## config.mk

```make
export PLATFORM = sky130hd
export DESIGN_NAME = reset_ctrl
export DESIGN_NICKNAME = d
export VERILOG_FILES = /design/src/reset_pkg.sv /design/src/reset_ctrl.sv
export SDC_FILE = /design/constraint.sdc
export NUM_CORES = 1
export LEC_CHECK = 0
export BUFFER_PORTS_ARGS = -buffer_cell sky130_fd_sc_hd__buf_2
export CORE_ASPECT_RATIO = 1.5
export CORE_MARGIN = 4
export CORE_UTILIZATION = 25
export CTS_CLUSTER_DIAMETER = 40
export DETAILED_ROUTE_END_ITERATION = 6
export SYNTH_ARGS = -nofsm -noshare
export SYNTH_HDL_FRONTEND = slang
export SYNTH_SLANG_ARGS = --single-unit
```

## constraint.sdc

```tcl
create_clock -name CLK -period 4.2 [get_ports CLK]
set_input_delay 1.05 -clock CLK [delete_from_list [all_inputs] [get_ports CLK]]
set_output_delay 1.05 -clock CLK [all_outputs]
set_load 0.01 [all_outputs]
```

## src/reset_pkg.sv

```systemverilog
// Summary of operation
// RULE1: Mode 10 keeps detection on awake, off in sleep; start-up waits for ready and supply.
// RULE2: Mode 10 holds sleep wake-up until the detector reports ready.
// RULE3: Mode 01 lets software enable switch detection; start-up does not wait.
// RULE4: Software-controlled protection acts only once ready; ready bit mirrors readiness.
// RULE5: Software-controlled protection is unchanged by entering or leaving sleep.
// RULE6: Bit 7 enables detection in mode 01 only; otherwise plain storage.
// RULE7: Bit 6 forces band gap on in modes 10 and 01; no effect otherwise.
// RULE8: Bit 0 reads detector active; bits 5 to 1 read zero.
// RULE9: Low-power detector low supply holds reset and clears the brownout flag.
// RULE10: Low-power detector enabled by active-low config bit; erased means disabled.
// RULE11: Pin reset disabled only when pin enable and low-voltage program bits are 0.
// RULE12: Enabled pin low holds reset, short pulses filtered, never driven low.
// RULE13: Disabled pin is a general input with software pull-up.
// RULE14: Watchdog overflow clears timeout flag; window violation clears violation flag.
// RULE15: Reset instruction resets and clears its flag, other flags unchanged.
// RULE16: Stack fault resets only when enabled and sets its own flag.
// RULE17: Leaving programming mode acts exactly like power-on reset; here brownout control bits 7 and 6 keep their values.
// RULE18: Execution waits for power-up timer expiry, then pin release.
// RULE19: Timer runs independent of pin; start 10 clocks after late pin release.
// RULE20: Reset loads PC 0000h; wake continues PC+1, vectors 0004h on enabled interrupt.
// RULE21: Power-on gives control 0011 110x, status 1 1000; brownout 00uu 11u0, 1 1uuu.
// RULE22: Power-on sets timeout and powerdown; wake and pin resets update them.
// RULE23: Power-up timer gives 64 ms hold, enabled by active-low config bit.
// RULE24: Mode 11 always on including sleep; start-up waits; wake not delayed.
// RULE25: Reset sources are combined and released synchronously on a clock edge.
// RULE26: Cause flags keep values across unrelated resets; software can re-arm them.
`default_nettype none
package reset_pkg;
    localparam logic [1:0] ADDR_BROWNOUT_CONTROL = 2'h0;
    localparam logic [1:0] ADDR_POWER_CONTROL    = 2'h1;
    localparam logic [1:0] ADDR_STATUS           = 2'h2;
    localparam int BIT_SW_EN      = 7;
    localparam int BIT_FAST_START = 6;
    localparam int BIT_READY      = 0;
    localparam int BIT_STACK_OVER  = 7;
    localparam int BIT_STACK_UNDER = 6;
    localparam int BIT_WINDOW_N    = 5;
    localparam int BIT_WATCHDOG_N  = 4;
    localparam int BIT_PIN_N       = 3;
    localparam int BIT_INSTR_N     = 2;
    localparam int BIT_BROWNOUT_N  = 0;
    localparam int BIT_TIMEOUT_N   = 4;
    localparam int BIT_POWERDOWN_N = 3;
    localparam logic       SW_EN_RESET      = 1'b1;
    localparam logic       FAST_START_RESET = 1'b0;
    localparam logic [1:0] MODE_ALWAYS_ON = 2'h3;
    localparam logic [1:0] MODE_SLEEP_OFF = 2'h2;
    localparam logic [1:0] MODE_SOFTWARE  = 2'h1;
    localparam logic [7:0] POWER_CONTROL_POR_VALUE = 8'h3c;
    localparam logic [4:0] STATUS_POR     = 5'h18;
    localparam logic [14:0] PC_RESET  = 15'h0000;
    localparam logic [14:0] PC_VECTOR = 15'h0004;
    localparam int  CLK_HZ           = 50000000;
    localparam int  POWERUP_TIMER_MS          = 64;
    localparam int  POWERUP_TIMER_CYCLES      = (CLK_HZ / 1000) * POWERUP_TIMER_MS;
    localparam int  PIN_START_CYCLES = 10;
    localparam int  PIN_FILTER_CYCLES = 4;
endpackage
`default_nettype wire

```

## src/reset_ctrl.sv

```systemverilog
`timescale 1ns/1ps
`default_nettype none
module reset_ctrl #(
    parameter int POWERUP_TIMER_COUNT   = reset_pkg::POWERUP_TIMER_CYCLES,
    parameter int FILTER_COUNT = reset_pkg::PIN_FILTER_CYCLES
) (
    input  wire logic        CLK,
    input  wire logic        RSTN,
    input  wire logic [1:0]  BROWNOUT_MODE_CFG,
    input  wire logic        LOW_POWER_BROWNOUT_CFG_N,
    input  wire logic        MASTER_CLEAR_ENABLE_CFG,
    input  wire logic        LOW_VOLTAGE_PROGRAM_CFG,
    input  wire logic        POWERUP_TIMER_ENABLE_N,
    input  wire logic        STACK_RESET_ENABLE_CFG,
    input  wire logic        SUPPLY_LOW,
    input  wire logic        LP_SUPPLY_LOW,
    input  wire logic        DETECTOR_READY,
    input  wire logic        MASTER_CLEAR_PIN_IN,
    input  wire logic        PIN_PULLUP_SW,
    input  wire logic        PROG_MODE,
    input  wire logic        SLEEPING,
    input  wire logic        WAKE_WATCHDOG,
    input  wire logic        WAKE_IRQ,
    input  wire logic        GLOBAL_IRQ_ENABLE,
    input  wire logic        WATCHDOG_OVERFLOW,
    input  wire logic        WATCHDOG_WINDOW,
    input  wire logic        RESET_INSTR,
    input  wire logic        STACK_OVER,
    input  wire logic        STACK_UNDER,
    input  wire logic [14:0] PC_CURRENT,
    input  wire logic [1:0]  ADDR,
    input  wire logic [7:0]  WDATA,
    input  wire logic        WR,
    input  wire logic        RD,
    output logic [7:0]       RDATA,
    output logic             CORE_RESET,
    output logic             DETECTOR_ENABLE,
    output logic             BANDGAP_FORCE_ON,
    output logic             WAKE_HOLD,
    output logic             PIN_GPIO_IN,
    output logic             PIN_PULLUP_EN,
    output logic             PC_LOAD,
    output logic [14:0]      PC_VALUE
);
    // ****************************************************************
    // Parameter check
    // ****************************************************************
    // The glitch filter counter is eight bits wide.
    if (POWERUP_TIMER_COUNT < 1 || FILTER_COUNT < 1 || FILTER_COUNT > 255) begin : g_bad
        $error("Counts must be at least one.");
    end

    typedef enum logic [3:0] {
        ST_HOLD  = 4'b0001,
        ST_POWERUP_TIMER  = 4'b0010,
        ST_START = 4'b0100,
        ST_RUN   = 4'b1000
    } seq_e;

    seq_e        state_q;
    logic [31:0] cnt_q;
    logic        sw_en_q;
    logic        fast_q;
    logic [7:0]  power_control_q;
    logic [1:0]  status_q;
    logic [7:0]  filt_q;
    logic        pin_low_q;
    logic        pin_en;
    logic        mode_sw;
    logic        det_on;
    logic        bo_trip;
    logic        lp_trip;
    logic        por_evt;
    logic        pin_evt;
    logic        core_evt;
    logic        wait_ready;

    // ****************************************************************
    // Detector control
    // ****************************************************************
    assign mode_sw = BROWNOUT_MODE_CFG == reset_pkg::MODE_SOFTWARE;
    assign pin_en  = MASTER_CLEAR_ENABLE_CFG | LOW_VOLTAGE_PROGRAM_CFG; // RULE11
    always_comb begin
        unique case (BROWNOUT_MODE_CFG)
            reset_pkg::MODE_ALWAYS_ON: det_on = 1'b1; // RULE24
            reset_pkg::MODE_SLEEP_OFF: det_on = !SLEEPING; // RULE1
            reset_pkg::MODE_SOFTWARE:  det_on = sw_en_q; // RULE5 RULE6
            default:                   det_on = 1'b0;
        endcase
    end
    // Brownout protection only counts once the analog circuit reports ready; the low-power trip does not wait for it.
    assign bo_trip  = det_on & DETECTOR_READY & SUPPLY_LOW; // RULE4
    assign lp_trip  = !LOW_POWER_BROWNOUT_CFG_N & LP_SUPPLY_LOW; // RULE9 RULE10
    assign por_evt  = PROG_MODE; // RULE17
    assign pin_evt  = pin_en & pin_low_q; // RULE12
    assign core_evt = RESET_INSTR | WATCHDOG_OVERFLOW | WATCHDOG_WINDOW
                    | (STACK_RESET_ENABLE_CFG & (STACK_OVER | STACK_UNDER)); // RULE16
    // Modes 11 and 10 wait for readiness; mode 01 never does.
    assign wait_ready = (BROWNOUT_MODE_CFG == reset_pkg::MODE_ALWAYS_ON)
                      | (BROWNOUT_MODE_CFG == reset_pkg::MODE_SLEEP_OFF); // RULE3

    // ****************************************************************
    // Pin filter
    // ****************************************************************
    // A low must persist for the filter length; shorter glitches are ignored.
    always_ff @(posedge CLK or negedge RSTN) begin
        if (!RSTN) begin
            filt_q    <= 8'h00;
            pin_low_q <= 1'b0;
        end else if (MASTER_CLEAR_PIN_IN) begin
            filt_q    <= 8'h00;
            pin_low_q <= 1'b0;
        end else if (filt_q >= 8'(FILTER_COUNT)) begin
            pin_low_q <= 1'b1; // RULE12
        end else begin
            filt_q <= filt_q + 8'h01;
        end
    end

    // ****************************************************************
    // Start-up sequence
    // ****************************************************************
    always_ff @(posedge CLK or negedge RSTN) begin
        if (!RSTN) begin
            state_q <= ST_HOLD;
            cnt_q   <= 32'h0;
        end else if (bo_trip | lp_trip | por_evt) begin
            state_q <= ST_HOLD; // RULE25
            cnt_q   <= 32'h0;
        end else if (core_evt) begin
            state_q <= ST_START;
            cnt_q   <= 32'h0;
        end else begin
            unique case (state_q)
                ST_HOLD: begin
                    if (!wait_ready | (DETECTOR_READY & !SUPPLY_LOW)) begin
                        state_q <= ST_POWERUP_TIMER; // RULE1
                    end
                    cnt_q <= 32'h0;
                end
                ST_POWERUP_TIMER: begin
                    // Timer runs regardless of the pin level.
                    if (POWERUP_TIMER_ENABLE_N | cnt_q >= 32'(POWERUP_TIMER_COUNT - 1)) begin
                        state_q <= ST_START; // RULE23 RULE18 RULE19
                        cnt_q   <= 32'h0;
                    end else begin
                        cnt_q <= cnt_q + 32'h1;
                    end
                end
                ST_START: begin
                    if (pin_evt) begin
                        cnt_q <= 32'h0;
                    end else if (cnt_q >= 32'(reset_pkg::PIN_START_CYCLES - 1)) begin
                        state_q <= ST_RUN; // RULE19
                    end else begin
                        cnt_q <= cnt_q + 32'h1;
                    end
                end
                ST_RUN: begin
                    if (pin_evt) begin
                        state_q <= ST_START; // RULE12
                        cnt_q   <= 32'h0;
                    end
                end
            endcase
        end
    end

    // ****************************************************************
    // Register file
    // ****************************************************************
    always_ff @(posedge CLK or negedge RSTN) begin
        if (!RSTN) begin
            sw_en_q <= reset_pkg::SW_EN_RESET;
            fast_q  <= reset_pkg::FAST_START_RESET;
        end else if (WR && ADDR == reset_pkg::ADDR_BROWNOUT_CONTROL) begin
            sw_en_q <= WDATA[reset_pkg::BIT_SW_EN]; // RULE6
            fast_q  <= WDATA[reset_pkg::BIT_FAST_START];
        end
    end

    // Cause flags: hardware events win over software writes in the same cycle.
    always_ff @(posedge CLK or negedge RSTN) begin
        if (!RSTN) begin
            power_control_q   <= reset_pkg::POWER_CONTROL_POR_VALUE; // RULE21
            status_q <= reset_pkg::STATUS_POR[4:3];
        end else if (por_evt) begin
            power_control_q   <= reset_pkg::POWER_CONTROL_POR_VALUE; // RULE17
            status_q <= reset_pkg::STATUS_POR[4:3];
        end else begin
            if (WR && ADDR == reset_pkg::ADDR_POWER_CONTROL) begin
                power_control_q <= WDATA; // RULE26
            end
            if (WR && ADDR == reset_pkg::ADDR_STATUS) begin
                status_q <= {WDATA[reset_pkg::BIT_TIMEOUT_N], WDATA[reset_pkg::BIT_POWERDOWN_N]};
            end
            if (bo_trip | lp_trip) begin
                power_control_q[reset_pkg::BIT_STACK_OVER]  <= 1'b0; // RULE21 RULE9
                power_control_q[reset_pkg::BIT_STACK_UNDER] <= 1'b0;
                power_control_q[reset_pkg::BIT_PIN_N]       <= 1'b1;
                power_control_q[reset_pkg::BIT_INSTR_N]     <= 1'b1;
                power_control_q[reset_pkg::BIT_BROWNOUT_N]  <= 1'b0;
                status_q    <= 2'b11;
            end else begin
                if (WATCHDOG_OVERFLOW) begin
                    power_control_q[reset_pkg::BIT_WATCHDOG_N] <= 1'b0; // RULE14
                    status_q[1] <= 1'b0;
                end
                if (WATCHDOG_WINDOW) begin
                    power_control_q[reset_pkg::BIT_WINDOW_N] <= 1'b0; // RULE14
                    status_q[1] <= 1'b1;
                end
                if (WAKE_WATCHDOG) begin
                    status_q <= 2'b00; // RULE22
                end else if (WAKE_IRQ) begin
                    status_q <= 2'b10; // RULE22
                end
                if (pin_evt & state_q == ST_RUN) begin
                    power_control_q[reset_pkg::BIT_PIN_N] <= 1'b0; // RULE22
                    if (SLEEPING) begin
                        status_q <= 2'b10;
                    end
                end
                if (RESET_INSTR) begin
                    power_control_q[reset_pkg::BIT_INSTR_N] <= 1'b0; // RULE15
                end
                if (STACK_RESET_ENABLE_CFG & STACK_OVER) begin
                    power_control_q[reset_pkg::BIT_STACK_OVER] <= 1'b1; // RULE16
                end
                if (STACK_RESET_ENABLE_CFG & STACK_UNDER) begin
                    power_control_q[reset_pkg::BIT_STACK_UNDER] <= 1'b1; // RULE16
                end
            end
        end
    end

    // ****************************************************************
    // Outputs
    // ****************************************************************
    always_ff @(posedge CLK or negedge RSTN) begin
        if (!RSTN) begin
            RDATA <= 8'h00;
        end else if (RD) begin
            unique case (ADDR)
                reset_pkg::ADDR_BROWNOUT_CONTROL:
                    RDATA <= {sw_en_q, fast_q, 5'h00, det_on & DETECTOR_READY}; // RULE8
                reset_pkg::ADDR_POWER_CONTROL: RDATA <= power_control_q;
                reset_pkg::ADDR_STATUS:        RDATA <= {3'h0, status_q, 3'h0};
                default:                       RDATA <= 8'h00;
            endcase
        end else begin
            RDATA <= 8'h00;
        end
    end

    always_ff @(posedge CLK or negedge RSTN) begin
        if (!RSTN) begin
            CORE_RESET       <= 1'b1;
            DETECTOR_ENABLE  <= 1'b0;
            BANDGAP_FORCE_ON <= 1'b0;
            WAKE_HOLD        <= 1'b0;
            PIN_GPIO_IN      <= 1'b1;
            PIN_PULLUP_EN    <= 1'b1;
            PC_LOAD          <= 1'b0;
            PC_VALUE         <= reset_pkg::PC_RESET;
        end else begin
            CORE_RESET      <= (state_q != ST_RUN) | bo_trip | lp_trip | core_evt; // RULE25
            DETECTOR_ENABLE <= det_on;
            BANDGAP_FORCE_ON <= fast_q & (mode_sw
                              | BROWNOUT_MODE_CFG == reset_pkg::MODE_SLEEP_OFF); // RULE7
            WAKE_HOLD       <= BROWNOUT_MODE_CFG == reset_pkg::MODE_SLEEP_OFF
                               & !DETECTOR_READY; // RULE2
            PIN_GPIO_IN     <= pin_en ? 1'b1 : MASTER_CLEAR_PIN_IN; // RULE13
            PIN_PULLUP_EN   <= pin_en | PIN_PULLUP_SW; // RULE13
            PC_LOAD         <= (state_q != ST_RUN) | WAKE_WATCHDOG | WAKE_IRQ;
            if (state_q != ST_RUN) begin
                PC_VALUE <= reset_pkg::PC_RESET; // RULE20
            end else if (WAKE_IRQ & GLOBAL_IRQ_ENABLE) begin
                PC_VALUE <= reset_pkg::PC_VECTOR; // RULE20
            end else if (WAKE_WATCHDOG | WAKE_IRQ) begin
                // Between loads the value holds, so a late sample still sees the last load.
                PC_VALUE <= PC_CURRENT + 15'h1; // RULE20
            end
        end
    end
endmodule
`default_nettype wire

```

# --- Word level (Yosys, flattened, before mapping) ---
# Cells that the tools add are included.
totals:
  ff_bits: 87
  latchBits: 0
  ramBits: 0
  mem_bits_ro: 0
  out_inout_bits: 30
  elab_cells: 142
  mem_count: 0
classes:
  add_sub_neg: 3
  multipliers: 0
  div_mod_pow: 0
  magnitude_cmp: 3
  eq_ne: 17
  shifts: 0
  mux: 47
  n_bitwise: 30
  reduce_logical: 19
op_table:
  columns: ["op", "count"]
  rows:
  - ["32-bit 2-to-1 mux", 6]
  - ["32-bit one-hot mux with 4 select lines", 1]
  - ["15-bit 2-to-1 mux", 3]
  - ["8-bit 2-to-1 mux", 5]
  - ["32-bit by 1-bit adder with 32-bit output, second input constant", 1]
  - ["32-bit by 22-bit greater-or-equal comparator with 1-bit output, second input constant", 1]
  - ["32-bit by 4-bit greater-or-equal comparator with 1-bit output, second input constant", 1]
  - ["4-bit 2-to-1 mux", 7]
  - ["4-bit != test, second input constant", 6]
  - ["8-bit one-hot mux with 3 select lines", 1]
  - ["2-bit 2-to-1 mux", 10]
  - ["1-bit bitwise OR", 18]
  - ["4-bit one-hot mux with 4 select lines", 1]
  - ["4-bit nonzero test", 4]
  - ["15-bit by 1-bit adder with 15-bit output, second input constant", 1]
  - ["1-bit bitwise AND", 12]
  - ["1-bit 2-to-1 mux", 12]
  - ["8-bit by 1-bit adder with 8-bit output, second input constant", 1]
  - ["8-bit by 3-bit greater-or-equal comparator with 1-bit output, second input constant", 1]
  - ["2-bit equality test, second input constant", 3]
  - ["3-bit nonzero test", 2]
  - ["1-bit zero test", 5]
  - ["5-bit != test, second input constant", 1]
  - ["5-bit AND reduction", 1]
  - ["other kinds (11)", 15]

# --- Depth between registers and ports, before layout ---
# Gate-level depths: netlist of run 1.
depth:
  depth_word: 11
  mapped_depth: 11
  ltp_nobuf: 9

# --- Least setup slack after synthesis of run 1 ---
# No wires, ideal clock.
synth_timing:
  kind: "input to register"
  from: "input port BROWNOUT_MODE_CFG[0]"
  to: "register cnt_q[7]"
  setup_ns: 0.121
  t_arrival_ns: 2.664
  slack_ns: 1.415
  stages: 11
  path_buffers: 2
  path_cell_list: "inv_1 > ha_1 > nor2b_1 > o2111ai_1 > nand4b_1 > o21bai_4 > inv_2 > buf_2 > nor2_1 > buf_4 > a22o_1"
synth_via:
  elab_chain_cells: 8
synth_lines:
  columns: ["element", "line", "source"]
  rows:
  - ["from (decl)", "reset_ctrl.sv:9", "input wire logic [1:0] BROWNOUT_MODE_CFG,"]
  - ["2-bit by 1-bit equality test with 1-bit output / 2-bit equality test (equally long branches)", "reset_ctrl.sv:84", "unique case (BROWNOUT_MODE_CFG)"]
  - ["1-bit one-hot mux with 3 select lines *", "reset_ctrl.sv:84", null]
  - ["1-bit bitwise AND * (2 in series)", "reset_ctrl.sv:92", "assign bo_trip = det_on & DETECTOR_READY & SUPPLY_LOW;"]
  - ["1-bit bitwise OR * (2 in series)", "reset_ctrl.sv:127", "end else if (bo_trip | lp_trip | por_evt) begin"]
  - ["5-bit != test (no line) / 4-bit != test (equally long branches)", null, null]
  - ["2-bit AND reduction (no line)", null, null]
  - ["to (signal assigned)", "reset_ctrl.sv:147", "cnt_q <= cnt_q + 32'h1;"]
  - ["to (signal assigned)", "reset_ctrl.sv:156", "cnt_q <= cnt_q + 32'h1;"]
  - ["to (decl)", "reset_ctrl.sv:61", "logic [31:0] cnt_q;"]
# Mark *: on every way between the ends. The rest lies on a longest branch, timed or not.
# A chain may end at the register's enable or synchronous reset.

# --- Worst setup path after layout of run 1 ---
layout_timing:
  from: "register cnt_q[0]"
  to: "register cnt_q[20]"
layout_via:
  elab_chain_cells: 6
layout_lines:
  columns: ["element", "line", "source"]
  rows:
  - ["32-bit by 1-bit adder with 32-bit output / 32-bit by 22-bit greater-or-equal comparator with 1-bit output (equally long branches)", "reset_ctrl.sv:147, reset_ctrl.sv:156, reset_ctrl.sv:143", null]
  - ["32-bit 2-to-1 mux / 1-bit bitwise OR (equally long branches)", "reset_ctrl.sv:153, reset_ctrl.sv:143", null]
  - ["32-bit 2-to-1 mux, on equally long branches", "reset_ctrl.sv:151, reset_ctrl.sv:143", null]
  - ["32-bit one-hot mux with 4 select lines", "reset_ctrl.sv:134", "unique case (state_q)"]
  - ["32-bit 2-to-1 mux", "reset_ctrl.sv:130", "end else if (core_evt) begin"]
  - ["32-bit 2-to-1 mux", "reset_ctrl.sv:127", null]
# Several ways; a longest one is shown, not always the timed one. The select of a mux whose other input is x is not followed.

==> results.rst, run 1 <==
.. list-table::
   :header-rows: 1

   * - Metric
     - Value
   * - Crit path required time
     - 4.46 ns
   * - DRC violations left
     - 0
   * - Total core area
     - 17500 µm²
   * - WP data arrival
     - 3.41 ns
   * - Die Span Y
     - 172 µm
   * - Vias
     - 3728
   * - Synth Area in Adders
     - 2.78%
   * - PD cells
     - 339 nW/µm²
   * - Setup TNS
     - 0 ns
   * - Capturing element type of the critical path
     - flip-flop
   * - Post-CTS setup repair buffer count
     - 0
   * - Placer congestion estimate
     - 0.847
   * - Maximum count of clock buffers along a single path
     - 2
   * - Final std cells w/o fill
     - 773
   * - X dimension of the die
     - 117 µm
   * - Synth Area in Compound Gates
     - 15.3%
   * - Total number of nets in the final design
     - 616
   * - Ratio of final minimum period to clock period
     - 75.2%
   * - Average cell area after synthesis
     - 9.46 µm²
   * - Number of hold-slack violations in the final timing report
     - 0
   * - Antenna violations before repair
     - 0
   * - Number of antenna repair diodes
     - 0
   * - Number of max-cap violations
     - 0
   * - Share of async-settable or async-resettable flops after synthesis
     - 100%
   * - Critical Path, Cell by Cell
     - ha_1 > or3b_2 > a2111oi_4 > a31oi_1 > o21bai_4 > inv_2 > buf_4 > or4_1 > o221ai_2
   * - Total number of yosys warnings
     - 0
   * - Half-perimeter wire length after detailed placement
     - 8.30 mm
   * - Total leakage power
     - 2.42 nW
   * - Worst voltage drop across the vdd grid
     - 198 µV
   * - Clock input transition at the sequential cells of the worst setup and hold paths
     - 0.06 ns
   * - Starting Density
     - 25.7%
   * - CTS resizes
     - 0
   * - Number of I/O port buffers
     - 80
   * - Area grow syn2layout
     - 21.3%
   * - Routed len/inst
     - 14.2 µm
   * - Post-synthesis mux area share
     - 2.95%
   * - Die Outline Area
     - 20200 µm²
   * - ANT nets after route
     - 0
   * - Placed cell count
     - 757
   * - Post-synth EDFFs
     - 0
   * - Post-synthesis xor/xnor area fraction
     - 2.92%
   * - Category of the worst setup path launch point
     - flip-flop
   * - Via density per instance
     - 4.82
   * - Wire length of the first global-routing pass
     - 18.2 mm
   * - Design area
     - 5450 µm²
   * - Result of the run
     - complete, no violations
   * - Clock tree from TritonCTS
     - built
   * - Std-Cell Rows
     - 59
   * - Number of clock sinks
     - 87
   * - Fraction of the mapped netlist area in simple logic gates
     - 24.3%
   * - Mapped Nets
     - 536
   * - Worst Path Max Fanout
     - 20
   * - Count of different cell masters after synthesis
     - 55
   * - Vias in the first global route
     - 3685
   * - Post-synth top flop
     - sky130_fd_sc_hd__dfrtp_1
   * - Num CTS Buffers
     - 9
   * - Post-DP Area
     - 5150 µm²
   * - Final setup violation count
     - 0
   * - Crit-path slowest cell
     - sky130_fd_sc_hd__or4_1
   * - Register area share after synthesis
     - 48.7%
   * - Fraction of layout cells with a size suffix above 1
     - 22.9%
   * - Slew HR
     - 28.9%
   * - Dominant combinational cell family by area after synthesis
     - simple AND/OR/NAND/NOR gates
   * - Worst Clk Skew
     - 0.00770 ns
   * - Highest clock frequency the design can meet
     - 0.317 GHz
   * - Final critical-path required period
     - 3.16 ns
   * - Library cell used as clock root buffer
     - sky130_fd_sc_hd__clkbuf_16
   * - Global route total overflow
     - 0
   * - Synthesized instance count
     - 475
   * - Class of the worst hold path
     - flip-flop to flip-flop
   * - Register bit count reported by yosys
     - 87
   * - Number of optimization iterations in the first detailed-route pass
     - 4
   * - Worst stage delay on the critical path
     - 0.53 ns
   * - Most common library cell in the layout ignoring fill and taps
     - sky130_fd_sc_hd__buf_2
   * - Slew @ Worst Pin
     - 1.05 ns
   * - Clk_lat worst skew
     - 0.34 ns
   * - Gr usage total
     - 11.0%
   * - Drt initial violations
     - 154
   * - Filler cells
     - 1799
   * - Slew Limit Fails
     - 0
   * - Final wirelength
     - 11.0 mm
   * - I/O pin count
     - 81
   * - Syn Std Cell Area
     - 4500 µm²
   * - Number of H-tree levels
     - 3
   * - Critical Setup Path Class
     - flip-flop to flip-flop
   * - Number of buffers inserted for hold repair after clock tree synthesis
     - 0
   * - Maximum number of pins on one net before global-route repair
     - 55
   * - RSZ-0062 raised after global routing
     - no
   * - R2r setup slk
     - 1.04 ns
   * - Leading cell types in the layout, fill and taps excluded
     - sky130_fd_sc_hd__buf_2 (79), sky130_fd_sc_hd__dfrtp_1 (76), sky130_fd_sc_hd__nand2_1 (57)
## per-stage QoR
stage               hold slack, ns  power (mW)  utilization [%]  setup WS, ns
floorplan                    0.459       0.970                -          1.42
global placement             0.463        1.05             29.4         0.971
detailed placement           0.467        1.05             29.4         0.906
CTS                          0.477        1.88             31.2          1.03
global route                 0.491        1.93             31.2         0.889
finish                       0.477        1.85             31.2          1.04
## critical path, delay by kind of cell (launching register included)
| family | cells | cell delay [ns] |
|---|---|---|
| compound gates | 4 | 1.13 |
| simple gates | 2 | 1.00 |
| flops | 1 | 0.43 |
| buf+inv | 2 | 0.29 |
| fa+ha+maj | 1 | 0.21 |
## routing by layer
metal	vias to the layer above	GRT usage (%)	wire length, µm
met4	0	4.64	297
met3	20	2.55	492
li1	1872	-	-
met1	1745	12.2	4380
met5	-	0	0
met2	91	20.4	5840
## final cells by class
| type | instances | area, µm² | area share (%) |
|---|---|---|---|
| clock buffers | 9 | 225 | 4.13 |
| repair buffers | 88 | 463 | 8.49 |
| multi-input cells | 354 | 2170 | 39.8 |
| clock inverters | 7 | 80.1 | 1.47 |
| well taps | 213 | 267 | 4.89 |
| flip-flops and latches | 87 | 2190 | 40.2 |
| inverters | 15 | 56.3 | 1.03 |
## cells in the mapped netlist (6+ instances only)
cell                       instances  area share [%]
sky130_fd_sc_hd__nor2_1           42             3.5
sky130_fd_sc_hd__nand2_1          57             4.8
sky130_fd_sc_hd__or3_1             6            0.84
sky130_fd_sc_hd__nand3_1          27             3.0
sky130_fd_sc_hd__and3_1            9             1.3
sky130_fd_sc_hd__clkbuf_1         15             1.3
sky130_fd_sc_hd__inv_1            14             1.2
sky130_fd_sc_hd__nand4_1           8             1.1
sky130_fd_sc_hd__xor2_1           10             1.9
sky130_fd_sc_hd__nor3_1           12             1.3
sky130_fd_sc_hd__mux2i_1          11             2.4
sky130_fd_sc_hd__a21oi_1          15             1.7
sky130_fd_sc_hd__nor4_1           13             1.8
sky130_fd_sc_hd__a22o_1            9             1.8
sky130_fd_sc_hd__dfstp_2          11             6.4
sky130_fd_sc_hd__o21ai_0          38             4.2
sky130_fd_sc_hd__ha_1             10             2.8
sky130_fd_sc_hd__dfrtp_1          76              42
sky130_fd_sc_hd__nor2b_1          15             2.1
## sequential cells by signal, indices dropped and copies added (netlist names), 2 cells and up
name,flops
PC_VALUE,15
RDATA,8
cnt_q,32
filt_q,8
power_control_q,8
state_q,4
status_q,2
## power by group
part	total, mW	internal (mW)	switching, mW	leakage [nW]
sequential	0.882	0.867	0.0153	1.16
clock	0.813	0.468	0.346	0.148
combinational	0.151	0.0641	0.0865	1.12
## logic make-up after synthesis
family,count (synthesis)
xor+xnor,15
mux,13
simple gates,216
fa+ha+maj,10
flops,87
buf+inv,34
compound gates,100
## worst paths after layout
path	cells after the start	endpoint	from
worst min-delay path	2	RDATA[5]$_DFF_PN0_	power_control_q[5]$_DFF_PN1_
worst max-delay path	9	cnt_q[20]$_DFFE_PN0P_	cnt_q[0]$_DFFE_PN0P_
max in group asynchronous	2	sw_en_q$_DFFE_PN1P_	RSTN
worst max register to register	9	cnt_q[20]$_DFFE_PN0P_	cnt_q[0]$_DFFE_PN0P_
min in group asynchronous	1	filt_q[5]$_DFFE_PN0P_	RSTN
worst min register to register	2	RDATA[5]$_DFF_PN0_	power_control_q[5]$_DFF_PN1_
Note: power is estimated with default switching activity, not from simulation.
==> run 2: changes to the inputs <==
- ABC_AREA: unset -> 1
- clock period: 4.2 -> 2.7 ns (I/O delays scaled with it)
==> run 2 against run 1 <==
  * Sequential share of layout area fell by 0.54 points
  * Clock power increased by 48%
  * Final area rose by 1.4%
  * Routed wire length increased by 2.2%
  * Critical path depth up 3
  * Hold slack worse by 0.26 ns
  * Combinational power increased by 43%
  * Highest routed layer unchanged
==> results.rst, run 2 <==
.. list-table::
   :header-rows: 1

   * - Metric
     - Value
   * - Result of the run
     - complete, no violations (unchanged)
   * - Num CTS Buffers
     - 9 (unchanged)
   * - Setup TNS
     - 0 ns (unchanged)
   * - Slew @ Worst Pin
     - 0.678 ns (was 1.05 ns)
   * - Largest cells by area after synthesis
     - sky130_fd_sc_hd__dfrtp_1 (41%), sky130_fd_sc_hd__nand2_1 (9.9%), sky130_fd_sc_hd__inv_1 (7.1%) (was sky130_fd_sc_hd__dfrtp_1 (42%), sky130_fd_sc_hd__dfstp_2 (6.4%), sky130_fd_sc_hd__nand2_1 (4.8%))
   * - Max reg flops
     - 32 (unchanged)
   * - Number of antenna repair diodes
     - 0 (unchanged)
   * - Part of the power in combinational logic
     - 7.8% (was 8.2%)
   * - Worst Path Max Fanout
     - 32 (was 20)
   * - Mapped Nets
     - 636 (was 536)
   * - Class of the worst hold path
     - primary input to asynchronous set/reset pin (was flip-flop to flip-flop)
   * - Number of clock sinks
     - 87 (unchanged)
   * - Wire length of the first global-routing pass
     - 18.7 mm (was 18.2 mm)
   * - Total number of yosys warnings
     - 0 (unchanged)
   * - Commonest cells in the synthesized netlist
     - sky130_fd_sc_hd__nand2_1 (121), sky130_fd_sc_hd__inv_1 (87), sky130_fd_sc_hd__nor2_1 (81), sky130_fd_sc_hd__dfrtp_1 (76), sky130_fd_sc_hd__nand3_1 (39) (was sky130_fd_sc_hd__dfrtp_1 (76), sky130_fd_sc_hd__nand2_1 (57), sky130_fd_sc_hd__nor2_1 (42), sky130_fd_sc_hd__o21ai_0 (38), sky130_fd_sc_hd__nand3_1 (27))
   * - Maximum number of pins on one net before global-route repair
     - 52 (was 55)
   * - Die Outline Area
     - 20600 µm² (was 20200 µm²)
   * - Slew Limit Fails
     - 0 (unchanged)
   * - Dominant cell by count in the synthesized netlist
     - sky130_fd_sc_hd__nand2_1 (was sky130_fd_sc_hd__dfrtp_1)
   * - Internal
     - 2.07 mW (was 1.40 mW)
   * - Register-to-Register Path Depth
     - 10 (was 9)
   * - Capturing element type of the critical path
     - flip-flop (unchanged)
   * - Leading cell types in the layout, fill and taps excluded
     - sky130_fd_sc_hd__nand2_1 (121), sky130_fd_sc_hd__inv_1 (87), sky130_fd_sc_hd__nor2_1 (81) (was sky130_fd_sc_hd__buf_2 (79), sky130_fd_sc_hd__dfrtp_1 (76), sky130_fd_sc_hd__nand2_1 (57))
   * - Worst voltage drop across the vdd grid
     - 286 µV (was 198 µV)
   * - Gr usage total
     - 11.1% (was 11.0%)
   * - Vias
     - 3929 (was 3728)
   * - Number of hold-slack violations in the final timing report
     - 0 (unchanged)
   * - Via density per instance
     - 4.45 (was 4.82)
   * - Final wirelength
     - 11.2 mm (was 11.0 mm)
   * - Register bit count reported by yosys
     - 87 (unchanged)
   * - Worst hold slack
     - 0.216 ns (was 0.477 ns)
   * - Number of buffers inserted for hold repair after clock tree synthesis
     - 0 (unchanged)
   * - Final setup violation count
     - 0 (unchanged)
   * - Average cell area after synthesis
     - 7.99 µm² (was 9.46 µm²)
   * - Post-synth top flop
     - sky130_fd_sc_hd__dfrtp_1 (unchanged)
   * - R2r setup slk
     - 0.69 ns (was 1.04 ns)
   * - Starting Density
     - 25.5% (was 25.7%)
   * - Worst Clk Skew
     - 0.0112 ns (was 0.00770 ns)
   * - Crit path required time
     - 2.96 ns (was 4.46 ns)
   * - Routed len/inst
     - 12.7 µm (was 14.2 µm)
   * - I/O pin count
     - 81 (unchanged)
   * - Registers with the highest flip-flop counts
     - cnt_q x32, PC_VALUE x15 (unchanged)
   * - Total leakage power
     - 2.70 nW (was 2.42 nW)
   * - Count of different cell masters after synthesis
     - 41 (was 55)
   * - Fraction of layout cells with a size suffix above 1
     - 21.6% (was 22.9%)
   * - Category of the worst setup path launch point
     - primary input (was flip-flop)
   * - Std-Cell Rows
     - 60 (was 59)
   * - Switching component of the power
     - 0.716 mW (was 0.447 mW)
   * - Slew HR
     - 54.7% (was 28.9%)
   * - Cell type with the highest aggregate area in the netlist
     - sky130_fd_sc_hd__dfrtp_1 (unchanged)
   * - Antenna violations before repair
     - 0 (unchanged)
   * - Share of async-settable or async-resettable flops after synthesis
     - 100% (unchanged)
   * - Ratio of final minimum period to clock period
     - 78.1%
   * - Sequential share of power
     - 49.0% (was 47.8%)
   * - Drt initial violations
     - 157 (was 154)
   * - Clk_lat worst skew
     - 0.35 ns (was 0.34 ns)
   * - Number of max-cap violations
     - 0 (unchanged)
   * - Half-perimeter wire length after detailed placement
     - 8.88 mm (was 8.30 mm)
   * - Highest clock frequency the design can meet
     - 0.474 GHz
   * - WP data arrival
     - 2.37 ns (was 3.41 ns)
   * - Register name with the most flops
     - cnt_q (unchanged)
   * - CTS resizes
     - 0 (unchanged)
   * - Top cell type's share of synthesized area
     - 41.4% (was 42.3%)
   * - Number of optimization iterations in the first detailed-route pass
     - 4 (unchanged)
   * - PD cells
     - 503 nW/µm² (was 339 nW/µm²)
   * - Clock input transition at the sequential cells of the worst setup and hold paths
     - 0.07 ns (was 0.06 ns)
   * - Vias in the first global route
     - 3925 (was 3685)
   * - Total core area
     - 18000 µm² (was 17500 µm²)
   * - Total number of nets in the final design
     - 722 (was 616)
   * - Die Span Y
     - 174 µm (was 172 µm)
   * - Number of I/O port buffers
     - 80 (unchanged)
   * - ANT nets after route
     - 0 (unchanged)
   * - Relative contribution of the clock network to total power
     - 43.3% (was 44.1%)
   * - Placer congestion estimate
     - 0.790 (was 0.847)
   * - Register area share after synthesis
     - 47.7% (was 48.7%)
   * - Library cell used as clock root buffer
     - sky130_fd_sc_hd__clkbuf_16 (unchanged)
   * - Global route total overflow
     - 0 (unchanged)
   * - Clock tree from TritonCTS
     - built (unchanged)
   * - Post-synth EDFFs
     - 0 (unchanged)
   * - Syn Std Cell Area
     - 4590 µm² (was 4500 µm²)
   * - Maximum count of clock buffers along a single path
     - 2 (unchanged)
   * - Most common library cell in the layout ignoring fill and taps
     - sky130_fd_sc_hd__nand2_1 (was sky130_fd_sc_hd__buf_2)
   * - Final critical-path required period
     - 2.11 ns
   * - Number of H-tree levels
     - 3 (unchanged)
   * - Fin util
     - 30.7% (was 31.2%)
   * - DRC violations left
     - 0 (unchanged)
   * - RSZ-0062 raised after global routing
     - no (unchanged)
   * - Area grow syn2layout
     - 20.3% (was 21.3%)
   * - Net switching share of the total power
     - 25.7% (was 24.2%)
   * - Synthesized instance count
     - 575 (was 475)
   * - X dimension of the die
     - 119 µm (was 117 µm)
   * - Critical Setup Path Class
     - primary input to flip-flop (was flip-flop to flip-flop)
   * - Post-CTS setup repair buffer count
     - 0 (unchanged)
## run 2: layout make-up
type / instances / area, µm²
clock buffer: 9 / 225
multi-input combinational: 389 / 1990
fill: 1951 / 12500
inverter: 90 / 340
clock inverter: 7 / 63.8
tap: 217 / 272
timing repair buffer: 84 / 445
sequential: 87 / 2190
## run 2: kinds of logic after synthesis
| family | share of synthesized area [%] |
|---|---|
| simple gates | 29.1 |
| buf+inv | 9.02 |
| flops | 47.7 |
| compound gates | 8.55 |
| xor+xnor | 2.86 |
| fa+ha+maj | 2.72 |
## run 2: final timing paths
check | from | endpoint
setup / recovery | BROWNOUT_MODE_CFG[0] | cnt_q[9]$_DFFE_PN0P_
hold / removal | RSTN | cnt_q[4]$_DFFE_PN0P_
setup reg to reg | cnt_q[16]$_DFFE_PN0P_ | cnt_q[9]$_DFFE_PN0P_
hold reg to reg | power_control_q[5]$_DFF_PN1_ | RDATA[5]$_DFF_PN0_
max in group asynchronous | RSTN | PIN_PULLUP_EN$_DFF_PN1_
min in group CLK | power_control_q[5]$_DFF_PN1_ | RDATA[5]$_DFF_PN0_
## run 2: power groups by stage
stage / sequential [mW] / clock [mW] / combinational (mW)
after floorplan: 1.39 / 0 / 0.0959
after global placement: 1.39 / 0 / 0.219
after detailed placement: 1.39 / 0 / 0.221
after CTS: 1.36 / 1.24 / 0.222
after global routing: 1.37 / 1.30 / 0.249
final: 1.36 / 1.20 / 0.216
## run 2: worst max-delay path: stages
cell and delay (ns):
sky130_fd_sc_hd__buf_2 0.10, sky130_fd_sc_hd__inv_1 0.06, sky130_fd_sc_hd__ha_1 0.22, sky130_fd_sc_hd__nand2_1 0.09, sky130_fd_sc_hd__nand3_1 0.07, sky130_fd_sc_hd__nand4_1 0.13, sky130_fd_sc_hd__nand2_1 0.08, sky130_fd_sc_hd__nor2_2 0.19
sky130_fd_sc_hd__nand2_4 0.24, sky130_fd_sc_hd__nand2_4 0.19, sky130_fd_sc_hd__inv_4 0.11, sky130_fd_sc_hd__nor3_1 0.19
## run 2: per-stage QoR
step,std cells,power [mW],cell area (µm²),worst slack [ns]
floorplan,575,1.48,4590,0.701
global placement,867,1.60,5240,0.293
detailed placement,867,1.61,5240,0.235
CTS,883,2.83,5530,0.594
global route,883,2.91,5530,0.391
finish,883,2.78,5530,0.591
## run 2: routing by layer
layer  vias to the layer above  global-route usage (%)  share of wire [%]
li1                       1996                       -                  -
met1                      1848                    11.2                 38
met2                        67                    21.6                 56
met3                        18                    2.31                3.6
met4                         0                    4.64                2.2
met5                         -                       0                  0
